--- src/adcmc_pkg.sv ---
// constants and types shared by both ends of the converter control link
// Behaviour
// (RQ1) normal power after reset; low-power bit selects reduced mode
// (RQ2) power save command enters standby or sleep
// (RQ3) power save halts analog and filter processing
// (RQ4) standby keeps oscillator; run command returns promptly
// (RQ5) sleep stops oscillator; host waits for restart
// (RQ6) word-rate field selects rate; reset gives 15 Sps; here reset code 000 gives 64 oscillator ticks per word, about 512 Sps
// (RQ7) eight filters, one per rate code, settle once
// (RQ8) timing scales with master clock, external up to 100k
// (RQ9) reset-request bit starts reset cycle, sets valid flag
// (RQ10) reset loads config 000040, offset 0, gain 400000
// (RQ11) valid flag holds until config read; host clears request
// (RQ12) port flag chooses register read or null-then-24-bit read
// (RQ13) each calibration step one conversion, then clear, done
// (RQ14) code 011 runs offset then gain, done after gain
// (RQ15) data/offset/gain/setup reads clear done; config read not
// (RQ16) uncalibrated conversion uses gain 1.0 offset 0.0
// (RQ17) offset MSB is sign, LSB two to minus 24
// (RQ18) offset aligned to data by MSB; resets to zero
// (RQ19) port flag set: serial out low at calibration end
// (RQ20) power-up holds reset for 1002 oscillator cycles
// (RQ21) nonzero calibration code starts at next conversion boundary
package adcmc_pkg;
    localparam int          WORD_W        = 24;
    localparam logic [23:0] CFG_RESET     = 24'h000040;
    localparam logic [23:0] OFS_RESET     = 24'h000000;
    localparam logic [23:0] GAIN_RESET    = 24'h400000;
    localparam int          CFG_LPM_BIT   = 16;
    localparam int          CFG_WR_LSB    = 13;
    localparam int          CFG_PF_BIT    = 11;
    localparam int          CFG_RS_BIT    = 7;
    localparam int          CFG_CC_LSB    = 8;
    localparam int          CFG_PSS_BIT   = 4;
    localparam int          CFG_DF_BIT    = 2;
    localparam int          CFG_RV_BIT    = 6;
    localparam logic [7:0]  CMD_NULL      = 8'h00;
    localparam logic [7:0]  CMD_SAVE      = 8'h81;
    localparam logic [7:0]  CMD_RUN       = 8'h80;
    localparam logic [7:0]  CMD_CONV      = 8'hc0;
    localparam logic [7:0]  CMD_RW_BASE   = 8'h80;
    localparam logic [2:0]  RSEL_OFS      = 3'h0;
    localparam logic [2:0]  RSEL_GAIN     = 3'h1;
    localparam logic [2:0]  RSEL_CFG      = 3'h2;
    localparam logic [2:0]  RSEL_DATA     = 3'h3;
    localparam logic [2:0]  RSEL_SETUP    = 3'h4;
    localparam logic [2:0]  CC_OFS_GAIN   = 3'h3;
    localparam int          POR_CYCLES    = 1002;
    localparam int          RST_CYCLES    = 16;
    localparam int          CLK_HZ        = 50_000_000;
    localparam int          LINK_HZ       = 200_000;
    localparam logic [7:0]  LINK_DIV      = 8'(CLK_HZ / LINK_HZ / 2);
    localparam int          XTAL_HZ_X1000 = 32768000;
    localparam int          OSC_DIV       = 1526;
    localparam logic [15:0] OWR_BASE      = 16'd64;
    typedef enum logic [1:0] {ADCMC_NORMAL, ADCMC_LOWPWR, ADCMC_STANDBY, ADCMC_SLEEP} adcmc_pwr_t;
endpackage : adcmc_pkg

--- src/adcmc_link_if.sv ---
// serial command port between host controller and converter
`timescale 1ns/1ps
interface adcmc_link_if;
    logic sclk;
    logic sel_n;
    logic sdi;
    logic serial_data_out;
    logic sdo_oe;
    modport dev  (input sclk, input sel_n, input sdi, output serial_data_out, output sdo_oe);
    modport host (output sclk, output sel_n, output sdi, input serial_data_out, input sdo_oe);
endinterface : adcmc_link_if

--- src/adcmc_dev.sv ---
// converter end: command port, configuration, power, rate and calibration control
`timescale 1ns/1ps
module adcmc_dev (
    input  wire logic        sys_clk_in,
    input  wire logic        resetn_in,
    adcmc_link_if.dev        link,
    input  wire logic [23:0] sample_in,
    output logic             osc_run_out,
    output logic             analog_on_out,
    output logic             low_power_out,
    output logic [2:0]       word_rate_out,
    output logic             conv_strobe_out,
    output logic [23:0]      result_out,
    output logic             in_reset_out
);
    // ***************************************
    // pin sampling
    // ***************************************
    logic [2:0] sclk_s_r, sel_s_r, sdi_s_r;
    logic       sclk_q_r, sel_q_r, sdi_q_r;
    always_ff @(posedge sys_clk_in) begin
        if (!resetn_in) begin
            sclk_s_r <= '0;
            sel_s_r  <= 3'h7;
            sdi_s_r  <= '0;
            sclk_q_r <= 1'b0;
            sel_q_r  <= 1'b1;
            sdi_q_r  <= 1'b0;
        end else begin
            sclk_s_r <= {sclk_s_r[1:0], link.sclk};
            sel_s_r  <= {sel_s_r[1:0], link.sel_n};
            sdi_s_r  <= {sdi_s_r[1:0], link.sdi};
            if (sclk_s_r[1] == sclk_s_r[2]) sclk_q_r <= sclk_s_r[2];
            if (sel_s_r[1] == sel_s_r[2]) sel_q_r <= sel_s_r[2];
            if (sdi_s_r[1] == sdi_s_r[2]) sdi_q_r <= sdi_s_r[2];
        end
    end
    logic sclk_d_r;
    always_ff @(posedge sys_clk_in) begin
        if (!resetn_in) sclk_d_r <= 1'b0;
        else sclk_d_r <= sclk_q_r;
    end
    wire rise = sclk_q_r && !sclk_d_r && !sel_q_r;
    wire fall = !sclk_q_r && sclk_d_r && !sel_q_r;

    // ***************************************
    // registers and state
    // ***************************************
    logic [23:0] cfg_r, ofs_r, gain_r, data_r, shin_r, shout_r;
    logic [6:0]  bitcnt_r;
    logic [6:0]  need_r;
    logic        incmd_r, rd_r, sdo_r, flag_r;
    logic [7:0]  cmd_r;
    logic [10:0] por_r;
    logic [10:0] osc_cnt_r;
    logic        osc_tick;
    logic [15:0] owr_cnt_r;
    logic [4:0]  rst_cnt_r;
    logic [1:0]  cal_step_r;
    logic        psave_r;
    adcmc_pkg::adcmc_pwr_t pwr_r;
    wire [2:0]   cc = cfg_r[adcmc_pkg::CFG_CC_LSB +: 3];
    wire         hold = (por_r != 11'd0) || cfg_r[adcmc_pkg::CFG_RS_BIT];
    function automatic logic [15:0] owr_period(input logic [2:0] wr);
        owr_period = adcmc_pkg::OWR_BASE << wr; // RQ7
    endfunction : owr_period

    // oscillator tick derived from system clock; stops in sleep
    always_ff @(posedge sys_clk_in) begin
        if (!resetn_in) osc_cnt_r <= '0;
        else if (pwr_r == adcmc_pkg::ADCMC_SLEEP) osc_cnt_r <= '0; // RQ5
        else if (osc_cnt_r == 11'(adcmc_pkg::OSC_DIV - 1)) osc_cnt_r <= '0;
        else osc_cnt_r <= osc_cnt_r + 11'd1;
    end
    assign osc_tick = (osc_cnt_r == 11'(adcmc_pkg::OSC_DIV - 1)); // RQ8

    // power-up hold: loaded only by reset, not restarted after sleep
    always_ff @(posedge sys_clk_in) begin
        if (!resetn_in) por_r <= 11'(adcmc_pkg::POR_CYCLES); // RQ20
        else if (osc_tick && por_r != 11'd0) por_r <= por_r - 11'd1;
    end

    // power mode
    always_ff @(posedge sys_clk_in) begin
        if (!resetn_in) begin
            pwr_r <= adcmc_pkg::ADCMC_NORMAL; // RQ1
        end else if (psave_r) begin
            pwr_r <= cfg_r[adcmc_pkg::CFG_PSS_BIT] ? adcmc_pkg::ADCMC_SLEEP : adcmc_pkg::ADCMC_STANDBY; // RQ2
        end else begin
            pwr_r <= cfg_r[adcmc_pkg::CFG_LPM_BIT] ? adcmc_pkg::ADCMC_LOWPWR : adcmc_pkg::ADCMC_NORMAL; // RQ1 RQ4
        end
    end
    wire running = (pwr_r == adcmc_pkg::ADCMC_NORMAL) || (pwr_r == adcmc_pkg::ADCMC_LOWPWR);

    // conversion timer
    wire conv_end = running && !hold && osc_tick && (owr_cnt_r == 16'd1);
    always_ff @(posedge sys_clk_in) begin
        if (!resetn_in) owr_cnt_r <= owr_period(adcmc_pkg::CFG_RESET[adcmc_pkg::CFG_WR_LSB +: 3]);
        else if (!running) owr_cnt_r <= owr_cnt_r; // RQ3
        else if (osc_tick) begin
            if (owr_cnt_r <= 16'd1) owr_cnt_r <= owr_period(cfg_r[adcmc_pkg::CFG_WR_LSB +: 3]); // RQ6
            else owr_cnt_r <= owr_cnt_r - 16'd1;
        end
    end

    // software reset cycle
    always_ff @(posedge sys_clk_in) begin
        if (!resetn_in) rst_cnt_r <= '0;
        else if (!cfg_r[adcmc_pkg::CFG_RS_BIT]) rst_cnt_r <= '0;
        else if (rst_cnt_r != 5'(adcmc_pkg::RST_CYCLES)) rst_cnt_r <= rst_cnt_r + 5'd1; // RQ9
    end
    wire rst_done = cfg_r[adcmc_pkg::CFG_RS_BIT] && rst_cnt_r == 5'(adcmc_pkg::RST_CYCLES - 1);

    // ***************************************
    // serial port
    // ***************************************
    wire [7:0] cmd_now = {shin_r[6:0], sdi_q_r};
    wire       last = rise && (bitcnt_r == need_r - 7'd1);
    logic      cfg_wr, rd_cfg, rd_clr, cal_fin;
    logic [23:0] cfg_wdata;
    always_ff @(posedge sys_clk_in) begin
        if (!resetn_in || rst_done) begin // RQ9 RQ10
            incmd_r  <= 1'b1;
            bitcnt_r <= '0;
            need_r   <= 7'd8;
            shin_r   <= '0;
            cmd_r    <= adcmc_pkg::CMD_NULL;
            rd_r     <= 1'b0;
            psave_r  <= 1'b0;
        end else if (rise) begin
            shin_r <= {shin_r[22:0], sdi_q_r};
            if (!last) begin
                bitcnt_r <= bitcnt_r + 7'd1;
            end else if (incmd_r) begin
                bitcnt_r <= '0;
                cmd_r    <= cmd_now;
                if (cmd_now == adcmc_pkg::CMD_SAVE) psave_r <= 1'b1; // RQ2
                else if (cmd_now == adcmc_pkg::CMD_RUN) psave_r <= 1'b0; // RQ4
                if (cmd_now[7:5] == 3'b100 && cmd_now[0] == 1'b0) begin
                    incmd_r <= 1'b0;
                    rd_r    <= cmd_now[4];
                    need_r  <= (cmd_now[3:1] == adcmc_pkg::RSEL_SETUP) ? 7'd72 : 7'd24;
                end else if (cmd_now == adcmc_pkg::CMD_NULL && flag_r) begin
                    incmd_r <= 1'b0; // RQ12
                    rd_r    <= 1'b1;
                    need_r  <= 7'd24;
                end
            end else begin
                bitcnt_r <= '0;
                incmd_r  <= 1'b1;
                need_r   <= 7'd8;
            end
        end
    end
    wire [2:0] rsel = cmd_r[3:1];
    assign cfg_wr    = last && !incmd_r && !rd_r && (rsel == adcmc_pkg::RSEL_CFG || rsel == adcmc_pkg::RSEL_SETUP);
    assign cfg_wdata = {shin_r[22:0], sdi_q_r};
    // read access noticed at start of data phase
    wire   rd_start  = last && incmd_r && cmd_now[7:5] == 3'b100 && cmd_now[4] && !cmd_now[0];
    assign rd_cfg    = rd_start && (cmd_now[3:1] == adcmc_pkg::RSEL_CFG || cmd_now[3:1] == adcmc_pkg::RSEL_SETUP);
    assign rd_clr    = rd_start && cmd_now[3:1] != adcmc_pkg::RSEL_CFG; // RQ15

    // output shift: loaded at command end, moved on falling edges
    logic [71:0] out_sh_r;
    always_ff @(posedge sys_clk_in) begin
        if (!resetn_in) out_sh_r <= '0;
        else if (rd_start) begin
            case (cmd_now[3:1])
                adcmc_pkg::RSEL_OFS:   out_sh_r <= {ofs_r, 48'h0};
                adcmc_pkg::RSEL_GAIN:  out_sh_r <= {gain_r, 48'h0};
                adcmc_pkg::RSEL_CFG:   out_sh_r <= {cfg_r, 48'h0};
                adcmc_pkg::RSEL_DATA:  out_sh_r <= {data_r, 48'h0};
                adcmc_pkg::RSEL_SETUP: out_sh_r <= {ofs_r, gain_r, cfg_r};
                default:               out_sh_r <= '0;
            endcase
        end else if (last && incmd_r && cmd_now == adcmc_pkg::CMD_NULL && flag_r) begin
            out_sh_r <= {data_r, 48'h0}; // RQ12
        // first fall after the command keeps the msb for the first data rise
        end else if (fall && !incmd_r && bitcnt_r != 7'd0) out_sh_r <= {out_sh_r[70:0], 1'b0};
    end

    // port flag: low on serial out while a result or calibration end is pending
    always_ff @(posedge sys_clk_in) begin
        if (!resetn_in) flag_r <= 1'b0;
        else if (!cfg_r[adcmc_pkg::CFG_PF_BIT]) flag_r <= 1'b0;
        else if (conv_end) flag_r <= 1'b1; // RQ19
        else if (last && incmd_r && cmd_now == adcmc_pkg::CMD_NULL) flag_r <= 1'b0;
    end
    always_ff @(posedge sys_clk_in) begin
        if (!resetn_in) begin
            sdo_r       <= 1'b1;
            link.sdo_oe <= 1'b0;
        end else begin
            link.sdo_oe <= !sel_q_r;
            sdo_r <= (!incmd_r && rd_r) ? out_sh_r[71] : !flag_r; // RQ19
        end
    end
    assign link.serial_data_out = sdo_r;

    // ***************************************
    // configuration, calibration, conversion
    // ***************************************
    always_ff @(posedge sys_clk_in) begin
        if (!resetn_in) cal_step_r <= '0;
        else if (conv_end && cc != 3'h0) begin // RQ21
            cal_step_r <= (cc == adcmc_pkg::CC_OFS_GAIN && cal_step_r == 2'd0) ? 2'd1 : 2'd2; // RQ14
        end else if (cal_step_r == 2'd2) cal_step_r <= 2'd0;
    end
    assign cal_fin = (cal_step_r == 2'd2);
    always_ff @(posedge sys_clk_in) begin
        if (!resetn_in || rst_done) begin
            cfg_r <= adcmc_pkg::CFG_RESET; // RQ10
            if (rst_done) cfg_r[adcmc_pkg::CFG_RS_BIT] <= 1'b1;
            if (rst_done) cfg_r[adcmc_pkg::CFG_RV_BIT] <= 1'b1; // RQ9
        end else begin
            if (cfg_wr) begin
                cfg_r <= cfg_wdata;
                cfg_r[adcmc_pkg::CFG_DF_BIT] <= cfg_r[adcmc_pkg::CFG_DF_BIT];
                cfg_r[adcmc_pkg::CFG_RV_BIT] <= cfg_r[adcmc_pkg::CFG_RV_BIT];
            end
            if (rd_cfg) cfg_r[adcmc_pkg::CFG_RV_BIT] <= 1'b0; // RQ11
            if (rd_clr) cfg_r[adcmc_pkg::CFG_DF_BIT] <= 1'b0; // RQ15
            if (cal_fin) begin
                cfg_r[adcmc_pkg::CFG_CC_LSB +: 3] <= 3'h0; // RQ13
                cfg_r[adcmc_pkg::CFG_DF_BIT] <= 1'b1; // RQ13
            end
        end
    end
    always_ff @(posedge sys_clk_in) begin
        if (!resetn_in || rst_done) begin
            ofs_r  <= adcmc_pkg::OFS_RESET; // RQ18
            gain_r <= adcmc_pkg::GAIN_RESET; // RQ16
        end else begin
            if (last && !incmd_r && !rd_r && rsel == adcmc_pkg::RSEL_OFS) ofs_r <= cfg_wdata;
            if (last && !incmd_r && !rd_r && rsel == adcmc_pkg::RSEL_GAIN) gain_r <= cfg_wdata;
            if (bitcnt_r == 7'd23 && rise && !incmd_r && !rd_r && rsel == adcmc_pkg::RSEL_SETUP) ofs_r <= cfg_wdata;
            if (bitcnt_r == 7'd47 && rise && !incmd_r && !rd_r && rsel == adcmc_pkg::RSEL_SETUP) gain_r <= cfg_wdata;
            if (conv_end && cc != 3'h0) begin
                if (cal_step_r == 2'd0 && cc != 3'h2) ofs_r <= 24'h0 - sample_in; // RQ17
                else gain_r <= adcmc_pkg::GAIN_RESET;
            end
        end
    end
    // corrected sample: signed offset by MSB, gain 2.22 fixed point
    logic [47:0] prod;
    logic [23:0] sum;
    always_comb begin
        sum  = sample_in + ofs_r; // RQ18
        prod = 48'(sum) * 48'(gain_r);
    end
    always_ff @(posedge sys_clk_in) begin
        if (!resetn_in || rst_done) begin
            data_r          <= '0;
            conv_strobe_out <= 1'b0;
        end else begin
            conv_strobe_out <= conv_end && cc == 3'h0; // RQ21
            if (conv_end && cc == 3'h0) data_r <= prod[45:22]; // RQ16
        end
    end
    always_ff @(posedge sys_clk_in) begin
        if (!resetn_in) begin
            osc_run_out   <= 1'b1;
            analog_on_out <= 1'b1;
            low_power_out <= 1'b0;
            word_rate_out <= adcmc_pkg::CFG_RESET[adcmc_pkg::CFG_WR_LSB +: 3];
            result_out    <= '0;
            in_reset_out  <= 1'b1;
        end else begin
            osc_run_out   <= pwr_r != adcmc_pkg::ADCMC_SLEEP;
            analog_on_out <= running; // RQ3
            low_power_out <= pwr_r == adcmc_pkg::ADCMC_LOWPWR;
            word_rate_out <= cfg_r[adcmc_pkg::CFG_WR_LSB +: 3];
            result_out    <= data_r;
            in_reset_out  <= hold;
        end
    end
endmodule : adcmc_dev

--- src/flat_wrapper.sv ---
// flat-port wrapper written by rule: the top's interface ports become plain ports
module adcmc_dev_flat 
  (sys_clk_in, resetn_in, sample_in, osc_run_out, analog_on_out, low_power_out, word_rate_out, conv_strobe_out, result_out, in_reset_out, link_sclk, link_sel_n, link_sdi, link_serial_data_out, link_sdo_oe);
  adcmc_link_if link_i ();
  input  wire logic sys_clk_in;
  input  wire logic resetn_in;
  input  wire logic [23:0] sample_in;
  output logic osc_run_out;
  output logic analog_on_out;
  output logic low_power_out;
  output logic [2:0] word_rate_out;
  output logic conv_strobe_out;
  output logic [23:0] result_out;
  output logic in_reset_out;
  input wire logic [$bits(link_i.sclk)-1:0] link_sclk;
  input wire logic [$bits(link_i.sel_n)-1:0] link_sel_n;
  input wire logic [$bits(link_i.sdi)-1:0] link_sdi;
  output wire logic [$bits(link_i.serial_data_out)-1:0] link_serial_data_out;
  output wire logic [$bits(link_i.sdo_oe)-1:0] link_sdo_oe;
  assign link_i.sclk = link_sclk;
  assign link_i.sel_n = link_sel_n;
  assign link_i.sdi = link_sdi;
  assign link_serial_data_out = link_i.serial_data_out;
  assign link_sdo_oe = link_i.sdo_oe;
  adcmc_dev u_core (.sys_clk_in(sys_clk_in), .resetn_in(resetn_in), .link(link_i), .sample_in(sample_in), .osc_run_out(osc_run_out), .analog_on_out(analog_on_out), .low_power_out(low_power_out), .word_rate_out(word_rate_out), .conv_strobe_out(conv_strobe_out), .result_out(result_out), .in_reset_out(in_reset_out));
endmodule
--- config.mk ---
export PLATFORM = sky130hd
export DESIGN_NAME = adcmc_dev_flat
export DESIGN_NICKNAME = d
export VERILOG_FILES = /design/src/adcmc_pkg.sv /design/src/adcmc_link_if.sv /design/src/adcmc_dev.sv /design/src/flat_wrapper.sv
export SDC_FILE = /design/constraint.sdc
export NUM_CORES = 2
export LEC_CHECK = 0
export BUFFER_PORTS_ARGS = -buffer_cell sky130_fd_sc_hd__buf_2
export CORE_MARGIN = 5
export CORE_UTILIZATION = 55
export DETAILED_ROUTE_END_ITERATION = 8
export PLACE_DENSITY = 0.69
export SKIP_LAST_GASP = 1
export SLEW_MARGIN = 20
export SYNTH_ARGS = -nofsm -noshare
export SYNTH_HDL_FRONTEND = slang
export SYNTH_SLANG_ARGS = --single-unit
--- constraint.sdc ---
create_clock -name sys_clk_in -period 22.2 [get_ports sys_clk_in]
set_input_delay 4.44 -clock sys_clk_in [delete_from_list [all_inputs] [get_ports sys_clk_in]]
set_output_delay 4.44 -clock sys_clk_in [all_outputs]
set_load 0.01 [all_outputs]
==> flow_summary.ini <==
[grt]
grt_pass1_vias = 25600
met2_usage = 0.454
top_usage_layer = met2
grt_overflow = 0
grt.total_usage = 0.270
antenna_found_initial = 3
grt_util_met1 = 0.369
grt_max_degree = 84
grt_pass1_wl_um = 139000
met3_usage = 0.0270

[timing]
timing.slew.headroom = 0.252
report.final.slew_viol_count = 0
period_share = 0.622
fin_setup_tns_ps = 0
rsz0062_at_grt = false
worst_pin_slew_ps = 1120
fin_hold_ws_ps = 407
hold_viol_final = 0
worst_slack_ps = 8380
final-setup-viol-count = 0
layout_min_cycle_time_ps = 13820
final.setup_skew_ps = 51.3
fmax_ghz = 0.0724

[synthesis]
yosysUniqueCellTypes = 77
synthSimpleGateAreaFrac = 0.182
synthAdderAreaFrac = 0.373
async_flop_share = 0
netlist_instances = 3662
synth-warning-count = 0
synth-edff-count = 1
syn_nets = 4363
synth_seq_area_share = 0.187
synth-seq-cells = 301
synth.area.mux_share = 0.0308
synth-compound-area-share = 0.106
synthesis.area_mm2 = 0.0322
synth_xor_area_frac = 0.0260
synth_top_family_by_area = adder cells
syn_area_per_cell_um2 = 8.80
ys.flop_type = dfxtp_1

[clock_tree]
cts_tree = yes
cts_buffers = 30
htreeDepth = 1
cts_sinks = 301
root_buffer = clkbuf_16
hold_buffers = 0
clk_latency_ps = 620
cts_resized = 0
cts_max_path_buffers = 3
clk_pin_slew_ps = 60
cts_setup_buffers = 0

[worst_hold_path]
min_path_cells = 1
min_path_type = reg -> reg

[power]
power.leakage_nw = 16.2
ir_drop_v = 0.0000668
power_density_mw_per_mm2 = 34.3
total_power_mw = 1.18

[placement]
dpl-instance-area_mm2 = 0.0333
dp_hpwl_um = 62200
dp_cells = 4323
post-place-ws_ps = 7880
port_buffers = 62
routabilityCongestion = 0.903

[detailed_routing]
vias = 24900
wl_um = 84800
vias_per_cell = 5.70
firstDrtPassIters = 7
wl_per_cell_um = 19.4
drt_iter0_markers = 1815
drc_errors = 0
drt.antenna.violating_nets = 0

[setup_path]
reg2reg_depth = 35
end_kind = flip-flop
rr_endpoint = u_core.data_r[23]$_SDFFE_PP0P_
critPathLaunchType = input port
timing.rr.start = u_core.ofs_r[0]$_SDFF_PP0_
cpPeakStageDelay_ps = 560
critPathArrivalTime_ps = 14300
critPathMostFrequentCell = fa_1
worst-setup-path-type = in -> reg
critPathLaunch = sample_in[2]
critPathSlowestCell = fa_1
crit_end = u_core.data_r[23]$_SDFFE_PP0P_
required_ps = 22680
reg2reg_slack_ps = 11900
crit_path_max_fanout = 15

[layout]
final_common_cell = inv_1
drive_gt1_frac = 0.0640
fin_util = 0.594
n_antenna_cell = 0
final_cell_mix = inv_1, fa_1, nand2_1, and2_1, dfxtp_1
nets = 4291
fin_area_mm2 = 0.0344
n_fill_cell = 5108
area_growth_syn_to_layout_pct = 6.68
instances_no_fill = 4377

[floorplanning]
fp.coreArea_mm2 = 0.0578
rows = 88
die_area_mm2 = 0.0635
pin_count = 63
die_w_um = 252
die_y_um = 252
initial_core_util = 0.557

[flow_run]
cap_violations = 0

[outcome]
status = complete, no violations
## routing by layer
metal / vias up / share of wire
met5: - / 0
met4: 0 / 0.036
met3: 181 / 0.059
met2: 837 / 0.47
met1: 12500 / 0.43
li1: 11400 / -
## worst min-delay path by stage
stage / start / endpoint / slack (ps)
3_3_place_gp: u_core.sel_s_r[0]$_SDFF_PN1_ / u_core.sel_s_r[1]$_SDFF_PN1_ / 390
6_report: u_core.sel_s_r[0]$_SDFF_PN1_ / u_core.sel_s_r[1]$_SDFF_PN1_ / 410
2_1_floorplan: u_core.sel_s_r[0]$_SDFF_PN1_ / u_core.sel_s_r[1]$_SDFF_PN1_ / 390
4_1_cts: u_core.sel_s_r[0]$_SDFF_PN1_ / u_core.sel_s_r[1]$_SDFF_PN1_ / 410
3_5_place_dp: u_core.sel_s_r[0]$_SDFF_PN1_ / u_core.sel_s_r[1]$_SDFF_PN1_ / 400
5_1_grt: u_core.sel_s_r[0]$_SDFF_PN1_ / u_core.sel_s_r[1]$_SDFF_PN1_ / 420
## cells by family after synthesis
group           Yosys count
xor+xnor                 94
buf+inv                 795
fa+ha+maj               672
compound gates          528
flops                   301
mux                      96
simple gates           1176
## synthesized netlist by cell type, types with 43 or more instances
| master | count | area, um^2 |
|---|---|---|
| and2_1 | 349 | 2180 |
| clkbuf_1 | 198 | 743 |
| nand2_1 | 435 | 1630 |
| xnor2_1 | 53 | 464 |
| ha_1 | 191 | 2390 |
| nor2_1 | 161 | 604 |
| nand3_1 | 43 | 215 |
| dfxtp_1 | 300 | 6010 |
| a21oi_1 | 152 | 761 |
| mux2i_1 | 72 | 721 |
| inv_1 | 569 | 2140 |
| fa_1 | 481 | 9630 |
| o21ai_0 | 138 | 691 |
## area by class of cell
type                    instances  area (um^2)  area share
multi-input cells            2566        23400       0.681
inverters                     569         2140      0.0622
clock buffers                  41          812      0.0236
clock inverters                13          268     0.00779
flip-flops and latches        301         6040       0.176
repair buffers                122          763      0.0222
well taps                     765          957      0.0279
## flip-flops by register name, indices dropped and copies added (netlist names), 2 cells and up
| register | count |
|---|---|
| u_core.out_sh_r | 72 |
| u_core.por_r | 11 |
| u_core.bitcnt_r | 7 |
| u_core.rst_cnt_r | 5 |
| u_core.cfg_r | 24 |
| u_core.osc_cnt_r | 11 |
| u_core.sel_s_r | 3 |
| u_core.gain_r | 24 |
| u_core.ofs_r | 24 |
| u_core.cmd_r | 3 |
| u_core.pwr_r | 2 |
| u_core.result_out | 24 |
| u_core.sclk_s_r | 3 |
| u_core.cal_step_r | 2 |
| u_core.shin_r | 23 |
| u_core.data_r | 24 |
| u_core.word_rate_out | 3 |
| u_core.need_r | 2 |
| u_core.owr_cnt_r | 16 |
| u_core.sdi_s_r | 3 |
## where the power goes
group / total [mW] / internal (mW) / switching (mW)
logic: 0.0818 / 0.0237 / 0.0581
registers: 0.542 / 0.541 / 0.000697
clock network: 0.556 / 0.329 / 0.227
## worst max-delay path: cells and delay by family
| family | cells | cell delay, ps |
|---|---|---|
| AND/OR/NAND/NOR | 3 | 740 |
| buffers and inverters | 5 | 640 |
| XOR/XNOR | 2 | 640 |
| adder cells (fa/ha/maj) | 9 | 4240 |
| AO/OA/AOI/OAI | 13 | 3590 |
No activity file was read; power rests on OpenSTA's default activity.
